[src/verilog/timer_pair_pkg.sv]
// Package: register map, field positions and carrier types for the timer pair block
package timer_pair_pkg;

	// ------------------------------------------------------------
	// Register byte offsets
	// ------------------------------------------------------------
	localparam logic [7:0] OFF_Y_CSR   = 8'h00;       // Channel Y control/status
	localparam logic [7:0] OFF_X_CSR   = 8'h04;       // Channel X control/status
	localparam logic [7:0] OFF_CNT     = 8'h08;       // Counters, Y in [7:0], X in [15:8]
	localparam logic [7:0] OFF_CMP_Y   = 8'h0C;       // Y compare A [7:0], B [15:8]
	localparam logic [7:0] OFF_CMP_X   = 8'h10;       // X compare A [7:0], B [15:8]
	localparam logic [7:0] OFF_IRQ_ST  = 8'h14;       // Sticky event status, write one clears
	localparam logic [7:0] OFF_IRQ_MSK = 8'h18;       // Interrupt mask, one enables

	// ------------------------------------------------------------
	// Control/status field positions
	// ------------------------------------------------------------
	localparam int BIT_MATCH_B = 7;                   // Compare-match B flag
	localparam int BIT_MATCH_A = 6;                   // Compare-match A flag
	localparam int BIT_WRAP    = 5;                   // Overflow flag
	localparam int BIT_BIT4    = 4;                   // Y: capture enable, X: capture flag
	localparam int BIT_ACT_B   = 2;                   // Low bit of match B action field
	localparam int BIT_ACT_A   = 0;                   // Low bit of match A action field

	// ------------------------------------------------------------
	// Reset values and event status layout
	// ------------------------------------------------------------
	localparam logic [7:0] CSR_RESET   = 8'h00;       // All flags, enables, selects clear
	localparam logic [7:0] CNT_RESET   = 8'h00;       // Counter start value
	localparam logic [7:0] CNT_MAX     = 8'hFF;       // Value from which a wrap occurs
	localparam logic [7:0] CMP_RESET   = 8'hFF;       // Compare constant start value
	localparam int         EV_W        = 7;           // Event bits: Y B,A,W  X B,A,W  capture
	localparam logic [1:0] AXI_OKAY    = 2'h0;        // Bus response OKAY
	localparam logic [1:0] AXI_SLVERR  = 2'h2;        // Bus response for unmapped address

	// Output action coding of each two-bit field
	typedef enum logic [1:0] {
		ACT_KEEP   = 2'b00,
		ACT_LOW    = 2'b01,
		ACT_HIGH   = 2'b10,
		ACT_TOGGLE = 2'b11
	} out_action_t;

	// Per-channel status bits carried together
	typedef struct packed {
		logic match_b_flag;                           // Compare-match B
		logic match_a_flag;                           // Compare-match A
		logic wrap_flag;                              // Overflow
	} chan_flags_t;

endpackage

[src/verilog/timer_pair_ctrl.sv]
// Module: two-channel 8-bit timer control/status logic with AXI4-Lite access
//
// Decided for this implementation: the register addresses and register access over AXI4-Lite.
`timescale 1ns/10ps
//
// Overview of operation
// RL1: Y match B sets Y match B flag
// RL2: Y match A sets Y match A flag
// RL3: Y counter wrap FF to 00 sets wrap
// RL4: Flag clears only on read-while-set, then zero
// RL5: Writing one to status flags is ignored
// RL6: Capture request needs Y enable and X flag
// RL7: Y match B drives Y pin per bits 3:2
// RL8: Y match A drives Y pin per bits 1:0
// RL9: X match B sets X match B flag
// RL10: X match A sets X match A flag
// RL11: X counter wrap FF to 00 sets wrap
// RL12: Rise then fall on reset input sets capture
// RL13: Capture flag clears after read-while-one, then zero
// RL14: X match B drives X pin per bits 3:2
// RL15: X match A drives X pin per bits 1:0
// RL16: All control/status bits reset to zero
// RL17: Synchronise external reset input before edge detect
module timer_pair_ctrl #(
	parameter int ADDR_W = 8                          // AXI address width
) (
	input  wire logic              clk,
	input  wire logic              rst,
	// AXI4-Lite slave
	input  wire logic [ADDR_W-1:0] s_axi_awaddr,
	input  wire logic              s_axi_awvalid,
	output logic                   s_axi_awready,
	input  wire logic [31:0]       s_axi_wdata,
	input  wire logic [3:0]        s_axi_wstrb,
	input  wire logic              s_axi_wvalid,
	output logic                   s_axi_wready,
	output logic [1:0]             s_axi_bresp,
	output logic                   s_axi_bvalid,
	input  wire logic              s_axi_bready,
	input  wire logic [ADDR_W-1:0] s_axi_araddr,
	input  wire logic              s_axi_arvalid,
	output logic                   s_axi_arready,
	output logic [31:0]            s_axi_rdata,
	output logic [1:0]             s_axi_rresp,
	output logic                   s_axi_rvalid,
	input  wire logic              s_axi_rready,
	// Pins and requests
	input  wire logic              ext_reset_in,
	output logic                   timer_y_output_pin,
	output logic                   timer_x_output_pin,
	output logic                   capture_irq_request,
	output logic                   irq
);

	// ------------------------------------------------------------
	// Storage
	// ------------------------------------------------------------
	localparam int EV_W_L = timer_pair_pkg::EV_W;     // Local copy for widths
	logic [7:0]            csr_y_q;                   // Y control/status
	logic [7:0]            csr_x_q;                   // X control/status
	logic [7:0]            cnt_q [2];                 // Counters, index 0 = Y, 1 = X
	logic [7:0]            cmp_a_q [2];               // Compare A constants
	logic [7:0]            cmp_b_q [2];               // Compare B constants
	logic [1:0]            pin_q;                     // Output pins, 0 = Y, 1 = X
	logic [7:0]            armed_q [2];               // Flags seen set by a csr read
	logic [EV_W_L-1:0]     ev_st_q;                   // Sticky event status
	logic [EV_W_L-1:0]     ev_msk_q;                  // Event mask
	logic [2:0]            rsync_q;                   // Synchroniser plus history stage
	logic                  rose_q;                    // Rising edge seen, awaiting fall

	// ------------------------------------------------------------
	// AXI handshake state
	// ------------------------------------------------------------
	logic [ADDR_W-1:0]     aw_q;                      // Held write address
	logic                  aw_have_q;                 // Write address taken
	logic [31:0]           wd_q;                      // Held write data
	logic [3:0]            ws_q;                      // Held strobes
	logic                  wd_have_q;                 // Write data taken
	logic                  wr_go;                     // Perform write this cycle
	logic                  rd_go;                     // Perform read this cycle
	logic [31:0]           rd_val;                    // Read mux result
	logic                  rd_hit;                    // Read address mapped
	logic                  wr_hit;                    // Write address mapped

	assign wr_go = aw_have_q && wd_have_q && !s_axi_bvalid;
	assign rd_go = s_axi_arvalid && s_axi_arready;

	// Write address/data capture, either order, one write in flight
	always_ff @(posedge clk) begin
		if (rst) begin
			aw_have_q     <= 1'b0;
			wd_have_q     <= 1'b0;
			s_axi_awready <= 1'b0;
			s_axi_wready  <= 1'b0;
			aw_q          <= '0;
			wd_q          <= '0;
			ws_q          <= '0;
		end else begin
			s_axi_awready <= !aw_have_q && !s_axi_awready && !s_axi_bvalid;
			s_axi_wready  <= !wd_have_q && !s_axi_wready && !s_axi_bvalid;
			if (s_axi_awvalid && s_axi_awready) begin
				aw_have_q     <= 1'b1;
				aw_q          <= s_axi_awaddr;
				s_axi_awready <= 1'b0;
			end
			if (s_axi_wvalid && s_axi_wready) begin
				wd_have_q    <= 1'b1;
				wd_q         <= s_axi_wdata;
				ws_q         <= s_axi_wstrb;
				s_axi_wready <= 1'b0;
			end
			if (wr_go) begin
				aw_have_q <= 1'b0;
				wd_have_q <= 1'b0;
			end
		end
	end

	// Write response, slave error for unmapped offsets
	always_ff @(posedge clk) begin
		if (rst) begin
			s_axi_bvalid <= 1'b0;
			s_axi_bresp  <= timer_pair_pkg::AXI_OKAY;
		end else if (wr_go) begin
			s_axi_bvalid <= 1'b1;
			s_axi_bresp  <= wr_hit ? timer_pair_pkg::AXI_OKAY : timer_pair_pkg::AXI_SLVERR;
		end else if (s_axi_bready) begin
			s_axi_bvalid <= 1'b0;
		end
	end

	// Read address decode and mux
	always_comb begin
		rd_val = 32'h0000_0000;
		rd_hit = 1'b1;
		case (s_axi_araddr[7:0])
			timer_pair_pkg::OFF_Y_CSR:   rd_val = {24'h00_0000, csr_y_q};
			timer_pair_pkg::OFF_X_CSR:   rd_val = {24'h00_0000, csr_x_q};
			timer_pair_pkg::OFF_CNT:     rd_val = {16'h0000, cnt_q[1], cnt_q[0]};
			timer_pair_pkg::OFF_CMP_Y:   rd_val = {16'h0000, cmp_b_q[0], cmp_a_q[0]};
			timer_pair_pkg::OFF_CMP_X:   rd_val = {16'h0000, cmp_b_q[1], cmp_a_q[1]};
			timer_pair_pkg::OFF_IRQ_ST:  rd_val = {25'h000_0000, ev_st_q};
			timer_pair_pkg::OFF_IRQ_MSK: rd_val = {25'h000_0000, ev_msk_q};
			default:                     rd_hit = 1'b0;
		endcase
	end

	// Write decode only flags which offset is mapped
	always_comb begin
		case (aw_q[7:0])
			timer_pair_pkg::OFF_Y_CSR,
			timer_pair_pkg::OFF_X_CSR,
			timer_pair_pkg::OFF_CNT,
			timer_pair_pkg::OFF_CMP_Y,
			timer_pair_pkg::OFF_CMP_X,
			timer_pair_pkg::OFF_IRQ_ST,
			timer_pair_pkg::OFF_IRQ_MSK: wr_hit = 1'b1;
			default:                     wr_hit = 1'b0;
		endcase
	end

	// Read channel, one read in flight
	always_ff @(posedge clk) begin
		if (rst) begin
			s_axi_arready <= 1'b0;
			s_axi_rvalid  <= 1'b0;
			s_axi_rdata   <= 32'h0000_0000;
			s_axi_rresp   <= timer_pair_pkg::AXI_OKAY;
		end else begin
			s_axi_arready <= !s_axi_arready && !s_axi_rvalid;
			if (rd_go) begin
				s_axi_arready <= 1'b0;
				s_axi_rvalid  <= 1'b1;
				s_axi_rdata   <= rd_val;
				s_axi_rresp   <= rd_hit ? timer_pair_pkg::AXI_OKAY : timer_pair_pkg::AXI_SLVERR;
			end else if (s_axi_rready && s_axi_rvalid) begin
				s_axi_rvalid <= 1'b0;
			end
		end
	end

	// ------------------------------------------------------------
	// Register strobes
	// ------------------------------------------------------------
	logic       wr_y_csr;                             // Y csr write, low lane
	logic       wr_x_csr;                             // X csr write, low lane
	logic       rd_y_csr;                             // Y csr read taken
	logic       rd_x_csr;                             // X csr read taken

	assign wr_y_csr = wr_go && ws_q[0] && (aw_q[7:0] == timer_pair_pkg::OFF_Y_CSR);
	assign wr_x_csr = wr_go && ws_q[0] && (aw_q[7:0] == timer_pair_pkg::OFF_X_CSR);
	assign rd_y_csr = rd_go && (s_axi_araddr[7:0] == timer_pair_pkg::OFF_Y_CSR);
	assign rd_x_csr = rd_go && (s_axi_araddr[7:0] == timer_pair_pkg::OFF_X_CSR);

	// ------------------------------------------------------------
	// External reset input: synchronise, then rise-then-fall detect
	// ------------------------------------------------------------
	logic cap_evt;                                    // Rise-then-fall complete

	// Stage 0 is read only by stage 1, so metastability never reaches logic
	always_ff @(posedge clk) begin
		if (rst) begin
			rsync_q <= 3'b000;
		end else begin
			rsync_q <= {rsync_q[1:0], ext_reset_in};  // RL17
		end
	end

	// Remember a rise; the following fall completes the pair
	always_ff @(posedge clk) begin
		if (rst) begin
			rose_q <= 1'b0;
		end else if (rsync_q[1] && !rsync_q[2]) begin
			rose_q <= 1'b1;                           // RL12
		end else if (cap_evt) begin
			rose_q <= 1'b0;
		end
	end

	assign cap_evt = rose_q && !rsync_q[1] && rsync_q[2];  // RL12

	// ------------------------------------------------------------
	// Counters, compare constants and per-channel events
	// ------------------------------------------------------------
	logic [1:0] hit_a;                                // Compare A match pulse per channel
	logic [1:0] hit_b;                                // Compare B match pulse per channel
	logic [1:0] wrap;                                 // Wrap pulse per channel
	logic [7:0] sel_q [2];                            // Csr per channel for the generate

	assign sel_q[0] = csr_y_q;
	assign sel_q[1] = csr_x_q;

	generate
		for (genvar c = 0; c < 2; c++) begin : g_chan
			logic [7:0] cnt_off;                      // Byte lane of this counter
			// Free-running counter, software may preload its byte
			always_ff @(posedge clk) begin
				if (rst) begin
					cnt_q[c] <= timer_pair_pkg::CNT_RESET;
				end else if (wr_go && ws_q[c] && aw_q[7:0] == timer_pair_pkg::OFF_CNT) begin
					cnt_q[c] <= wd_q[8*c +: 8];
				end else begin
					cnt_q[c] <= cnt_q[c] + 8'h01;
				end
			end

			// Compare constants, A in low byte, B in next
			always_ff @(posedge clk) begin
				if (rst) begin
					cmp_a_q[c] <= timer_pair_pkg::CMP_RESET;
					cmp_b_q[c] <= timer_pair_pkg::CMP_RESET;
				end else if (wr_go && aw_q[7:0] == (c == 0 ? timer_pair_pkg::OFF_CMP_Y
				                                            : timer_pair_pkg::OFF_CMP_X)) begin
					if (ws_q[0]) begin
						cmp_a_q[c] <= wd_q[7:0];
					end
					if (ws_q[1]) begin
						cmp_b_q[c] <= wd_q[15:8];
					end
				end
			end

			assign hit_a[c] = (cnt_q[c] == cmp_a_q[c]);               // RL2 RL10
			assign hit_b[c] = (cnt_q[c] == cmp_b_q[c]);               // RL1 RL9
			assign wrap[c]  = (cnt_q[c] == timer_pair_pkg::CNT_MAX);  // RL3 RL11

			// Pin update; B action applied after A, so on a shared match a B low/high overrides A and a B toggle inverts A's result
			always_ff @(posedge clk) begin
				if (rst) begin
					pin_q[c] <= 1'b0;
				end else begin
					logic nxt;
					nxt = pin_q[c];
					if (hit_a[c]) begin
						case (sel_q[c][timer_pair_pkg::BIT_ACT_A +: 2])   // RL8 RL15
							timer_pair_pkg::ACT_LOW:    nxt = 1'b0;
							timer_pair_pkg::ACT_HIGH:   nxt = 1'b1;
							timer_pair_pkg::ACT_TOGGLE: nxt = !nxt;
							default:                    nxt = nxt;
						endcase
					end
					if (hit_b[c]) begin
						case (sel_q[c][timer_pair_pkg::BIT_ACT_B +: 2])   // RL7 RL14
							timer_pair_pkg::ACT_LOW:    nxt = 1'b0;
							timer_pair_pkg::ACT_HIGH:   nxt = 1'b1;
							timer_pair_pkg::ACT_TOGGLE: nxt = !nxt;
							default:                    nxt = nxt;
						endcase
					end
					pin_q[c] <= nxt;
				end
			end
		end
	endgenerate

	assign timer_y_output_pin = pin_q[0];
	assign timer_x_output_pin = pin_q[1];

	// ------------------------------------------------------------
	// Control/status registers
	// ------------------------------------------------------------
	logic [7:0] set_y;                                // Hardware flag sets, Y
	logic [7:0] set_x;                                // Hardware flag sets, X
	logic [7:0] flag_m;                               // Flag bit positions, channel common

	assign flag_m = 8'hE0;
	assign set_y  = {hit_b[0], hit_a[0], wrap[0], 5'h00};              // RL1 RL2 RL3
	assign set_x  = {hit_b[1], hit_a[1], wrap[1], cap_evt, 4'h0};      // RL9 RL10 RL11 RL12

	// Flags read while set are armed; the next csr write may clear them
	always_ff @(posedge clk) begin
		if (rst) begin
			armed_q[0] <= 8'h00;
			armed_q[1] <= 8'h00;
		end else begin
			if (rd_y_csr) begin
				armed_q[0] <= csr_y_q & flag_m;                       // RL4
			end else if (wr_y_csr) begin
				armed_q[0] <= 8'h00;
			end
			if (rd_x_csr) begin
				armed_q[1] <= csr_x_q & (flag_m | 8'h10);             // RL13
			end else if (wr_x_csr) begin
				armed_q[1] <= 8'h00;
			end
		end
	end

	// Zero write clears only armed flags, ones ignored, hardware set wins
	always_ff @(posedge clk) begin
		if (rst) begin
			csr_y_q <= timer_pair_pkg::CSR_RESET;                     // RL16
			csr_x_q <= timer_pair_pkg::CSR_RESET;                     // RL16
		end else begin
			if (wr_y_csr) begin
				csr_y_q <= ((csr_y_q & flag_m & ~(armed_q[0] & ~wd_q[7:0]))  // RL4 RL5
				            | (wd_q[7:0] & ~flag_m)) | set_y;
			end else begin
				csr_y_q <= csr_y_q | set_y;
			end
			if (wr_x_csr) begin
				csr_x_q <= ((csr_x_q & 8'hF0 & ~(armed_q[1] & ~wd_q[7:0]))   // RL13 RL5
				            | (wd_q[7:0] & 8'h0F)) | set_x;
			end else begin
				csr_x_q <= csr_x_q | set_x;
			end
		end
	end

	// ------------------------------------------------------------
	// Interrupts
	// ------------------------------------------------------------
	logic [EV_W_L-1:0] ev_set;                         // Event pulses

	assign ev_set = {cap_evt, hit_b[1], hit_a[1], wrap[1], hit_b[0], hit_a[0], wrap[0]};

	// Sticky status, write one clears, set beats clear
	always_ff @(posedge clk) begin
		if (rst) begin
			ev_st_q  <= '0;
			ev_msk_q <= '0;
		end else begin
			if (wr_go && ws_q[0] && aw_q[7:0] == timer_pair_pkg::OFF_IRQ_ST) begin
				ev_st_q <= (ev_st_q & ~wd_q[EV_W_L-1:0]) | ev_set;
			end else begin
				ev_st_q <= ev_st_q | ev_set;
			end
			if (wr_go && ws_q[0] && aw_q[7:0] == timer_pair_pkg::OFF_IRQ_MSK) begin
				ev_msk_q <= wd_q[EV_W_L-1:0];
			end
		end
	end

	// Registered request outputs
	always_ff @(posedge clk) begin
		if (rst) begin
			capture_irq_request <= 1'b0;
			irq                 <= 1'b0;
		end else begin
			capture_irq_request <= csr_y_q[timer_pair_pkg::BIT_BIT4]   // RL6
			                       && csr_x_q[timer_pair_pkg::BIT_BIT4];
			irq                 <= |(ev_st_q & ev_msk_q);
		end
	end

endmodule

[config.mk]
export PLATFORM = sky130hd
export DESIGN_NAME = timer_pair_ctrl
export DESIGN_NICKNAME = d
export VERILOG_FILES = /design/src/verilog/timer_pair_pkg.sv /design/src/verilog/timer_pair_ctrl.sv
export SDC_FILE = /design/constraint.sdc
export NUM_CORES = 1
export LEC_CHECK = 0
export ABC_CLOCK_PERIOD_IN_PS = 2200
export BUFFER_PORTS_ARGS = -buffer_cell sky130_fd_sc_hd__buf_2
export CAP_MARGIN = 20
export CORE_UTILIZATION = 25
export CTS_CLUSTER_SIZE = 28
export DETAILED_ROUTE_END_ITERATION = 8
export HOLD_SLACK_MARGIN = 0.1
export SLEW_MARGIN = 5
export SYNTH_ARGS = -nofsm -noshare
export SYNTH_HDL_FRONTEND = slang
export SYNTH_SLANG_ARGS = --single-unit
[constraint.sdc]
create_clock -name clk -period 2.2 [get_ports clk]
set_input_delay 0.33 -clock clk [delete_from_list [all_inputs] [get_ports clk]]
set_output_delay 0.33 -clock clk [all_outputs]
set_load 0.1 [all_outputs]
==> results of run 1 <==
[cell usage after synthesis, drive strengths merged (3+ instances only)]
master  number  area, sq um
nand2      130        490.5
dfxtp       93         1862
a21oi       71        355.3
edfxtp      51         1531
nor2        43        163.9
xor2        38        332.8
clkbuf      31        116.4
buf         27        172.7
nand3       27        135.1
mux2i       24        240.2
o21ai       20        100.1
or3         20        135.1
a22oi       14        105.1
nor4        14        138.9
inv         13        48.80
nand2b      11        68.82
or2          9        56.31
a21o         8        60.06
a211oi       7        52.55
and2         7        43.79
or2b         6        45.04
xnor2        6        52.55
a22o         5        43.79
and3         5        31.28
mux4         5        112.6
nor2b        5        31.28
nor3         5        30.03
a311oi       4        35.03
a31oi        3        18.77
nor4b        3        47.54
[sequential cells by signal (all words and copies together) (netlist names), 2 cells and up]
name	cells
csr_y_q	8
ev_msk_q	7
cnt_q	16
s_axi_rdata	16
armed_q	7
aw_q	8
cmp_b_q	16
ev_st_q	7
ws_q	2
wd_q	16
rsync_q	3
csr_x_q	8
cmp_a_q	16
[stage by stage]
step,worst slack (ps),std cells,setup TNS [ps]
final,69.07,1186,0
after global routing,0.1303,1186,0
after CTS,1.110,1184,0
after detailed placement,-4.012,1151,-31.09
after global placement,32.42,1151,0
after floorplan,91.45,765,0
[cells by family (layout without fill, tap and decap cells)]
group / count (synthesis) / count (layout) / share of synthesized area
mux: 30 / 30 / 0.05273
flops: 144 / 144 / 0.4914
other cells: 2 / 34 / 0.001088
buf+inv: 71 / 150 / 0.04892
xor+xnor: 44 / 44 / 0.05581
fa+ha+maj: 2 / 2 / 0.003623
simple gates: 295 / 296 / 0.2174
compound gates: 145 / 145 / 0.1290
[power groups by stage]
stage / Combinational (uW) / Clock, uW / Sequential (uW)
2_1_floorplan: 442 / 0 / 3010
3_3_place_gp: 626 / 0 / 2990
3_5_place_dp: 632 / 0 / 2990
4_1_cts: 636 / 2820 / 2930
5_1_grt: 686 / 2930 / 2940
6_report: 637 / 2770 / 2930
[routing by layer]
metal  global-route usage  wire [microns]  up-vias
met5                    0               0        -
met4              0.05217             392        0
met3              0.02962            1340       30
met2               0.1951            8007      203
met1               0.1970            9091     2625
li1                     -               -     2722
[area by class of cell]
cell class / count / share of cell area
clock inverter: 11 / 0.01192
inverter: 13 / 0.005811
timing repair buffer: 105 / 0.07719
clock buffer: 21 / 0.05484
sequential: 144 / 0.4044
tap: 341 / 0.05081
multi-input combinational: 551 / 0.3950
[worst paths after layout]
check	startpoint	end
max	aw_q[5]	cmp_b_q[0][6]
min	s_axi_wdata[15]	wd_q[15]
max reg2reg	aw_q[5]	cmp_b_q[0][6]
min reg2reg	s_axi_arready	s_axi_arready
[timing repair]
| item | CTS | global route |
|---|---|---|
| hold buffers | 1 | 0 |
| buffers inserted | 0 | 1 |
| pin swaps | 0 | 2 |
| hold endpoints to repair | 1 | 0 |
| gates resized for setup | 1 | 2 |
| setup endpoints to repair | 8 | 28 |
| cloned | 0 | 1 |
[worst max-delay path, cell delays in order (launching register included)]
cell and delay (ps):
dfxtp_1 310, or3_4 400, or3_4 360, nor4_4 130
buf_4 190, nand3_1 200, or2_1 280
==> results.py, run 1 <==
metrics = {
    "die": {
        "start_util": 0.2555,
        "rows": 60,
        "ios": 105,
        "die_height_microns": 168.2,
        "die-width_microns": 168.2,
        "die_area_sq_um": 28290,
        "core_area_sq_um": 27030,
    },
    "route": {
        "postRouteAntennaNets": 0,
        "avgViaCountPerCell": 4.705,
        "drc": 0,
        "vias": 5580,
        "drt_iter0_markers": 464,
        "first_pass_iters": 7,
        "wire_per_inst_microns": 15.88,
        "drt-total-wl_mm": 18.83,
    },
    "global_route": {
        "grtUsageTotal": 0.1360,
        "antenna_found_initial": 0,
        "overflow": 0,
        "grt_pass1_vias": 5163,
        "grt_max_degree": 48,
        "grt_pass1_wl_mm": 29.17,
    },
    "setup_path": {
        "crit_required_ps": 2380,
        "worst-r2r-setup-slack_ps": 70,
        "worst_r2r_path_depth": 6,
        "endpoint_kind": "register",
        "crit_type": "register to register",
        "cp-start-kind": "register",
        "worstPathArrival_ps": 2310,
        "cp_max_fo": 8,
    },
    "sta": {
        "clock_skew_ps": 11.12,
        "slew_headroom": 0.5626,
        "min_period_ps": 2131,
        "final_hold_viol_count": 0,
        "worst_pin_slew_ps": 656.0,
        "hold-worst-slack_ps": 134.6,
        "fmax_mhz": 469.3,
        "rsz0062_at_grt": "no",
        "min_period_over_period": 0.9686,
        "drv_slew": 0,
        "finalSetupViolCount": 0,
    },
    "yosys": {
        "synth.distinct_cells": 61,
        "synth_edf_count": 51,
        "async_reset_ff_frac": 0,
        "ys_warn_count": 0,
        "ys_seq_area_frac": 0.4914,
        "synthFlopType": "dfxtp_1",
        "avgSynthCellArea_sq_um": 9.421,
        "syn_inst": 733,
        "ys_seq_elements": 144,
        "netlist_area_sq_um": 6905,
    },
    "clock_tree": {
        "cts_sinks": 144,
        "clk_path_buf_depth": 2,
        "cts_tree": "done",
        "numCtsBuffers": 17,
        "path_clk_slew_ps": 60,
        "htree_levels": 4,
        "root_buffer": "clkbuf_16",
        "clkLatencyLatePin_ps": 430,
    },
    "pwr": {
        "p_total_uw": 6342,
        "p_seq_frac": 0.463,
        "power_frac_clock": 0.437,
        "p_leak_uw": 0.002914,
        "combPwrFrac": 0.100,
        "p_int_uw": 4625,
        "switchingPower_uw": 1717,
        "powerDensity_nw_per_um2": 755.3,
        "ir_worst_vdd_uv": 421.2,
        "switching_share": 0.2707,
    },
    "layout": {
        "final_util": 0.3107,
        "fin_area_sq_um": 8397,
        "final_cell_mix": "nand2_1, dfxtp_1, a21oi_1",
        "layout_commonest_cell": "nand2_1",
        "drive_above_1_share": 0.1905,
        "multi_input_area_sq_um": 3317,
        "register_area_sq_um": 3396,
        "antenna_cells": 0,
        "synthToLayoutAreaGrowth_pct": 21.60,
        "fin_nets": 894,
        "n_fill_cell": 2824,
    },
    "placement": {
        "io_buffers": 68,
        "placed_area_sq_um": 7805,
        "place.gp.congestion": 0.8656,
        "hpwl_mm": 13.87,
    },
    "worst_hold_path": {
        "whs_path_depth": 3,
        "hp-class": "input port to register",
    },
    "status": {
        "status": "completed",
    },
    "run": {
        "maxCapViolCount": 0,
    },
}
(Power assumes the default switching activity.)
==> run 2: changes to the inputs <==
--- a/config.mk
+++ b/config.mk
@@ -8,10 +8,11 @@
 export ABC_CLOCK_PERIOD_IN_PS = 2200
 export BUFFER_PORTS_ARGS = -buffer_cell sky130_fd_sc_hd__buf_2
 export CAP_MARGIN = 20
-export CORE_UTILIZATION = 25
+export CORE_UTILIZATION = 52
 export CTS_CLUSTER_SIZE = 28
 export DETAILED_ROUTE_END_ITERATION = 8
 export HOLD_SLACK_MARGIN = 0.1
+export PLACE_DENSITY = 0.77
 export SLEW_MARGIN = 5
 export SYNTH_ARGS = -nofsm -noshare
 export SYNTH_HDL_FRONTEND = slang
==> results.py, run 2 (synthesis results as in run 1) <==
metrics = {
    "setup_path": {
        "worst_r2r_path_depth": 5,
        "worstPathArrival_ps": 2280,
        "cp_max_fo": 9,
        "crit_type": "register to register",
        "crit_required_ps": 2370,
        "cp-start-kind": "register",
        "endpoint_kind": "register",
    },
    "route": {
        "postRouteAntennaNets": 0,
        "first_pass_iters": 5,
        "drc": 0,
        "drt-total-wl_mm": 18.07,
        "vias": 5831,
        "wire_per_inst_microns": 17.75,
        "drt_iter0_markers": 549,
        "avgViaCountPerCell": 5.728,
    },
    "placement": {
        "post-place-cells": 986,
        "place.gp.congestion": 0.9654,
        "hpwl_mm": 13.20,
        "io_buffers": 68,
        "placed_area_sq_um": 7611,
    },
    "clock_tree": {
        "cts_tree": "done",
        "cts_sinks": 144,
        "numCtsBuffers": 17,
        "htree_levels": 4,
        "root_buffer": "clkbuf_16",
        "postCtsSetupBuffers": 0,
        "clkLatencyLatePin_ps": 430,
        "clk_path_buf_depth": 2,
        "path_clk_slew_ps": 60,
    },
    "status": {
        "status": "completed",
    },
    "sta": {
        "drv_slew": 0,
        "worst_pin_slew_ps": 646.9,
        "min_period_ps": 2107,
        "final_hold_viol_count": 0,
        "slew_headroom": 0.5683,
        "clock_skew_ps": 6.271,
        "min_period_over_period": 0.9577,
        "rsz0062_at_grt": "no",
        "finalSetupViolCount": 0,
        "setup_tns_ps": 0,
        "fmax_mhz": 474.6,
    },
    "layout": {
        "antenna_cells": 0,
        "synthToLayoutAreaGrowth_pct": 19.50,
        "drive_above_1_share": 0.1998,
        "layout_commonest_cell": "nand2_1",
        "fin_nets": 895,
        "final_cells": 1018,
        "n_fill_cell": 1003,
        "final_cell_mix": "nand2_1, dfxtp_1, a21oi_1",
        "fin_area_sq_um": 8252,
    },
    "global_route": {
        "antenna_found_initial": 0,
        "grtUsageTotal": 0.2842,
        "grt_pass1_vias": 5671,
        "overflow": 0,
        "grt_pass1_wl_mm": 28.67,
        "grt_max_degree": 55,
    },
    "pwr": {
        "ir_worst_vdd_uv": 576.5,
        "p_leak_uw": 0.002935,
        "p_total_uw": 6540,
        "powerDensity_nw_per_um2": 792.5,
    },
    "die": {
        "die-width_microns": 117.2,
        "core_area_sq_um": 12770,
        "start_util": 0.5406,
        "ios": 105,
        "rows": 41,
        "die_height_microns": 117.2,
        "die_area_sq_um": 13740,
    },
    "run": {
        "maxCapViolCount": 0,
    },
    "worst_hold_path": {
        "whs_path_depth": 2,
        "hp-class": "input port to register",
    },
}
## run 2: cell types whose count changed in the layout (fill, tap and decap cells not counted), sizes merged
| cell | delta |
|---|---|
| buf | +3 |
| clkinvlp | +3 |
| clkinv | -2 |
| inv | -2 |
| bufinv | +1 |
| dlygate4sd3 | -1 |
| nand2 | -1 |
## run 2: power breakdown
part | internal, uW | leakage [uW] | switching (uW)
Combinational | 189 | 0.00147 | 475
Sequential | 2820 | 0.00116 | 95.3
Clock | 1830 | 0.000298 | 1130
Total | 4840 | 0.00293 | 1700
## run 2: cell type report
class                           count  area [sq um]  share of cell area
Timing Repair Buffer              107         648.1             0.07854
Inverter                           13         48.80            0.005914
Tap cell                          172         215.2             0.02608
Clock inverter                     11         123.9             0.01501
Multi-Input combinational cell    550          3328              0.4033
Sequential cell                   144          3396              0.4115
Clock buffer                       21         491.7             0.05959
## run 2: stage by stage
step / setup slack, ps / utilization / hold WS [ps]
2_1_floorplan: 91.45 / - / 413.8
3_3_place_gp: 93.44 / 0.5958 / 415.3
3_5_place_dp: 19.84 / 0.5958 / 427.3
4_1_cts: 3.406 / 0.6444 / 130.6
5_1_grt: 3.785 / 0.6460 / 136.3
6_report: 92.99 / 0.6460 / 136.9
## run 2: worst paths after layout
| kind | startpoint | to | slack, ps |
|---|---|---|---|
| worst min-delay path | ext_reset_in | rsync_q[0] | 140 |
| worst max-delay path | aw_q[5] | cmp_a_q[1][7] | 90 |
| worst min register to register | rsync_q[0] | rsync_q[1] | 440 |
| worst max register to register | aw_q[5] | cmp_a_q[1][7] | 90 |
## run 2: routing by layer
metal / track usage / routed length, microns / share of wire
met4: 0.1460 / 619 / 0.034
met1: 0.3467 / 7220 / 0.40
met3: 0.07415 / 1560 / 0.086
met2: 0.4643 / 8667 / 0.48
met5: 0 / 0 / 0
## run 2: critical path: stages (launching register included)
cell and delay [ps]:
dfxtp_1 320, or3_4 390, buf_4 160, nor2_1 200, nand4_1 350, or3_1 430
## run 2: timing repair
| action | CTS | global route |
|---|---|---|
| pin swaps | 0 | 1 |
| hold buffers | 0 | 0 |
| setup endpoints to repair | 2 | 21 |
| gates resized for setup | 1 | 6 |
==> run 3: changes to the inputs <==
==> constraint.sdc (replaced) <==
create_clock -name clk -period 2.2 [get_ports clk]
set_input_delay 0.11 -clock clk [delete_from_list [all_inputs] [get_ports clk]]
set_output_delay 0.11 -clock clk [all_outputs]
set_load 0.1 [all_outputs]
==> results.py, run 3 (synthesis results as in run 1) <==
metrics = {
    "status": {
        "status": "finished with violations",
        "violations": "DRC",
    },
    "run": {
        "maxCapViolCount": 0,
    },
    "sta": {
        "worst_pin_slew_ps": 616.1,
        "finalSetupViolCount": 0,
        "fmax_mhz": 481.0,
        "setup_tns_ps": 0,
        "rsz0062_at_grt": "no",
        "clock_skew_ps": 11.94,
        "min_period_ps": 2079,
        "final_hold_viol_count": 0,
        "slew_headroom": 0.5893,
        "min_period_over_period": 0.9449,
        "drv_slew": 0,
    },
    "clock_tree": {
        "path_clk_slew_ps": 60,
        "htree_levels": 4,
        "root_buffer": "clkbuf_16",
        "cts_tree": "done",
        "clkLatencyLatePin_ps": 430,
        "clk_path_buf_depth": 2,
        "cts_sinks": 144,
        "numCtsBuffers": 17,
    },
    "layout": {
        "antenna_cells": 0,
        "n_fill_cell": 965,
        "drive_above_1_share": 0.1877,
        "layout_commonest_cell": "nand2_1",
        "synthToLayoutAreaGrowth_pct": 23.95,
        "fin_nets": 928,
        "final_cell_mix": "nand2_1, dfxtp_1, a21oi_1",
        "final_util": 0.6701,
    },
    "setup_path": {
        "worstPathArrival_ps": 2250,
        "cp_num_buf_inv": 0,
        "slowest_delay_ps": 390,
        "crit_required_ps": 2380,
        "cp_top_family": "simple AND/OR/NAND/NOR gates",
        "cp_max_fo": 8,
        "endpoint_kind": "register",
        "cp_cell_sequence": "or3_4, or3_4, nor4_4, nand3_1, or2_1",
        "cp-start-kind": "register",
        "crit_top_cell": "or3_4",
        "crit_slowest_cell": "or3_4",
        "crit_type": "register to register",
    },
    "global_route": {
        "grt_pass1_wl_mm": 29.97,
        "grt_pass1_vias": 5816,
        "overflow": 0,
        "antenna_found_initial": 0,
        "grt_max_degree": 69,
        "grtUsageTotal": 0.2964,
    },
    "route": {
        "postRouteAntennaNets": 0,
        "drt-total-wl_mm": 19.04,
        "drc": 1,
        "vias": 6068,
        "avgViaCountPerCell": 5.774,
        "first_pass_iters": 7,
        "wire_per_inst_microns": 18.12,
        "drt_iter0_markers": 556,
    },
    "pwr": {
        "ir_worst_vdd_uv": 510.2,
        "p_int_uw": 4840,
        "p_seq_frac": 0.444,
        "powerDensity_nw_per_um2": 769.7,
        "p_leak_uw": 0.003083,
        "switchingPower_uw": 1749,
        "switching_share": 0.2655,
        "power_frac_clock": 0.450,
        "combPwrFrac": 0.106,
    },
    "die": {
        "core_area_sq_um": 12770,
        "start_util": 0.5406,
        "die_area_sq_um": 13740,
        "die-width_microns": 117.2,
        "ios": 105,
        "rows": 41,
        "die_height_microns": 117.2,
    },
    "placement": {
        "place.gp.congestion": 0.9245,
        "hpwl_mm": 13.35,
        "io_buffers": 68,
    },
    "worst_hold_path": {
        "hp-class": "input port to register",
    },
}
run 3: cell types whose count changed in the layout (fill, tap and decap cells not counted), sizes merged:
cell | before | now
clkinvlp | 3 | 1
inv | 17 | 18
clkbuf | 21 | 17
bufinv | 2 | 3
clkinv | 2 | 6
dlygate4sd3 | 0 | 34
buf | 107 | 106
run 3: worst reg2reg max path: cells and delay by family (launching register included):
family | cells | cell delay, ps
and+or+nand+nor | 5 | 1510
DFF | 1 | 320
run 3: power by group through the flow:
stage	sequential (uW)	clock (uW)	combinational (uW)
global placement	2970	0	619
CTS	2920	2990	684
finish	2930	2970	697
floorplan	3010	0	442
detailed placement	2980	0	636
global route	2930	3110	747
run 3: final cells by class:
class	instances	area (sq um)	area share
sequential	144	3396	0.3967
multi-input combinational	550	3311	0.3868
timing repair buffer	140	980.9	0.1146
clock buffer	17	425.4	0.04970
tap	172	215.2	0.02514
clock inverter	15	182.7	0.02134
inverter	13	48.80	0.005701
run 3: what timing repair did:
action / in CTS / in global routing
gates resized for setup: 0 / 3
setup endpoints to repair: 0 / 40
hold endpoints to repair: 35 / 0
buffers inserted: 0 / 1
hold buffers: 34 / 0
run 3: worst paths after layout:
path / start / to / slack [ps] / depth (start not counted)
setup reg to reg: aw_q[5] / cmp_b_q[0][0] / 120 / 5
hold reg to reg: s_axi_arready / s_axi_arready / 420 / 1
setup / recovery: aw_q[5] / cmp_b_q[0][0] / 120 / 5
hold / removal: s_axi_awvalid / aw_q[6] / 130 / 4
run 3: stage by stage:
step | std cells | hold WS (ps) | setup slack [ps] | instance area, sq um | power (uW)
floorplan | 765 | 238.2 | 91.45 | 7037 | 3454
finish | 1051 | 125.4 | 121.2 | 8559 | 6589
CTS | 1050 | 111.2 | 42.53 | 8544 | 6597
detailed placement | 984 | 339.1 | 46.48 | 7596 | 3615
global route | 1051 | 178.2 | 20.35 | 8559 | 6785
global placement | 984 | 324.6 | 114.9 | 7596 | 3593
run 3: routing by layer:
| layer | track usage | vias up | share of wire |
|---|---|---|---|
| met2 | 0.4827 | 334 | 0.47 |
| met1 | 0.3662 | 2870 | 0.40 |
| met4 | 0.1511 | 0 | 0.036 |
| li1 | - | 2806 | - |
| met5 | 0 | - | 0 |
| met3 | 0.07261 | 58 | 0.094 |
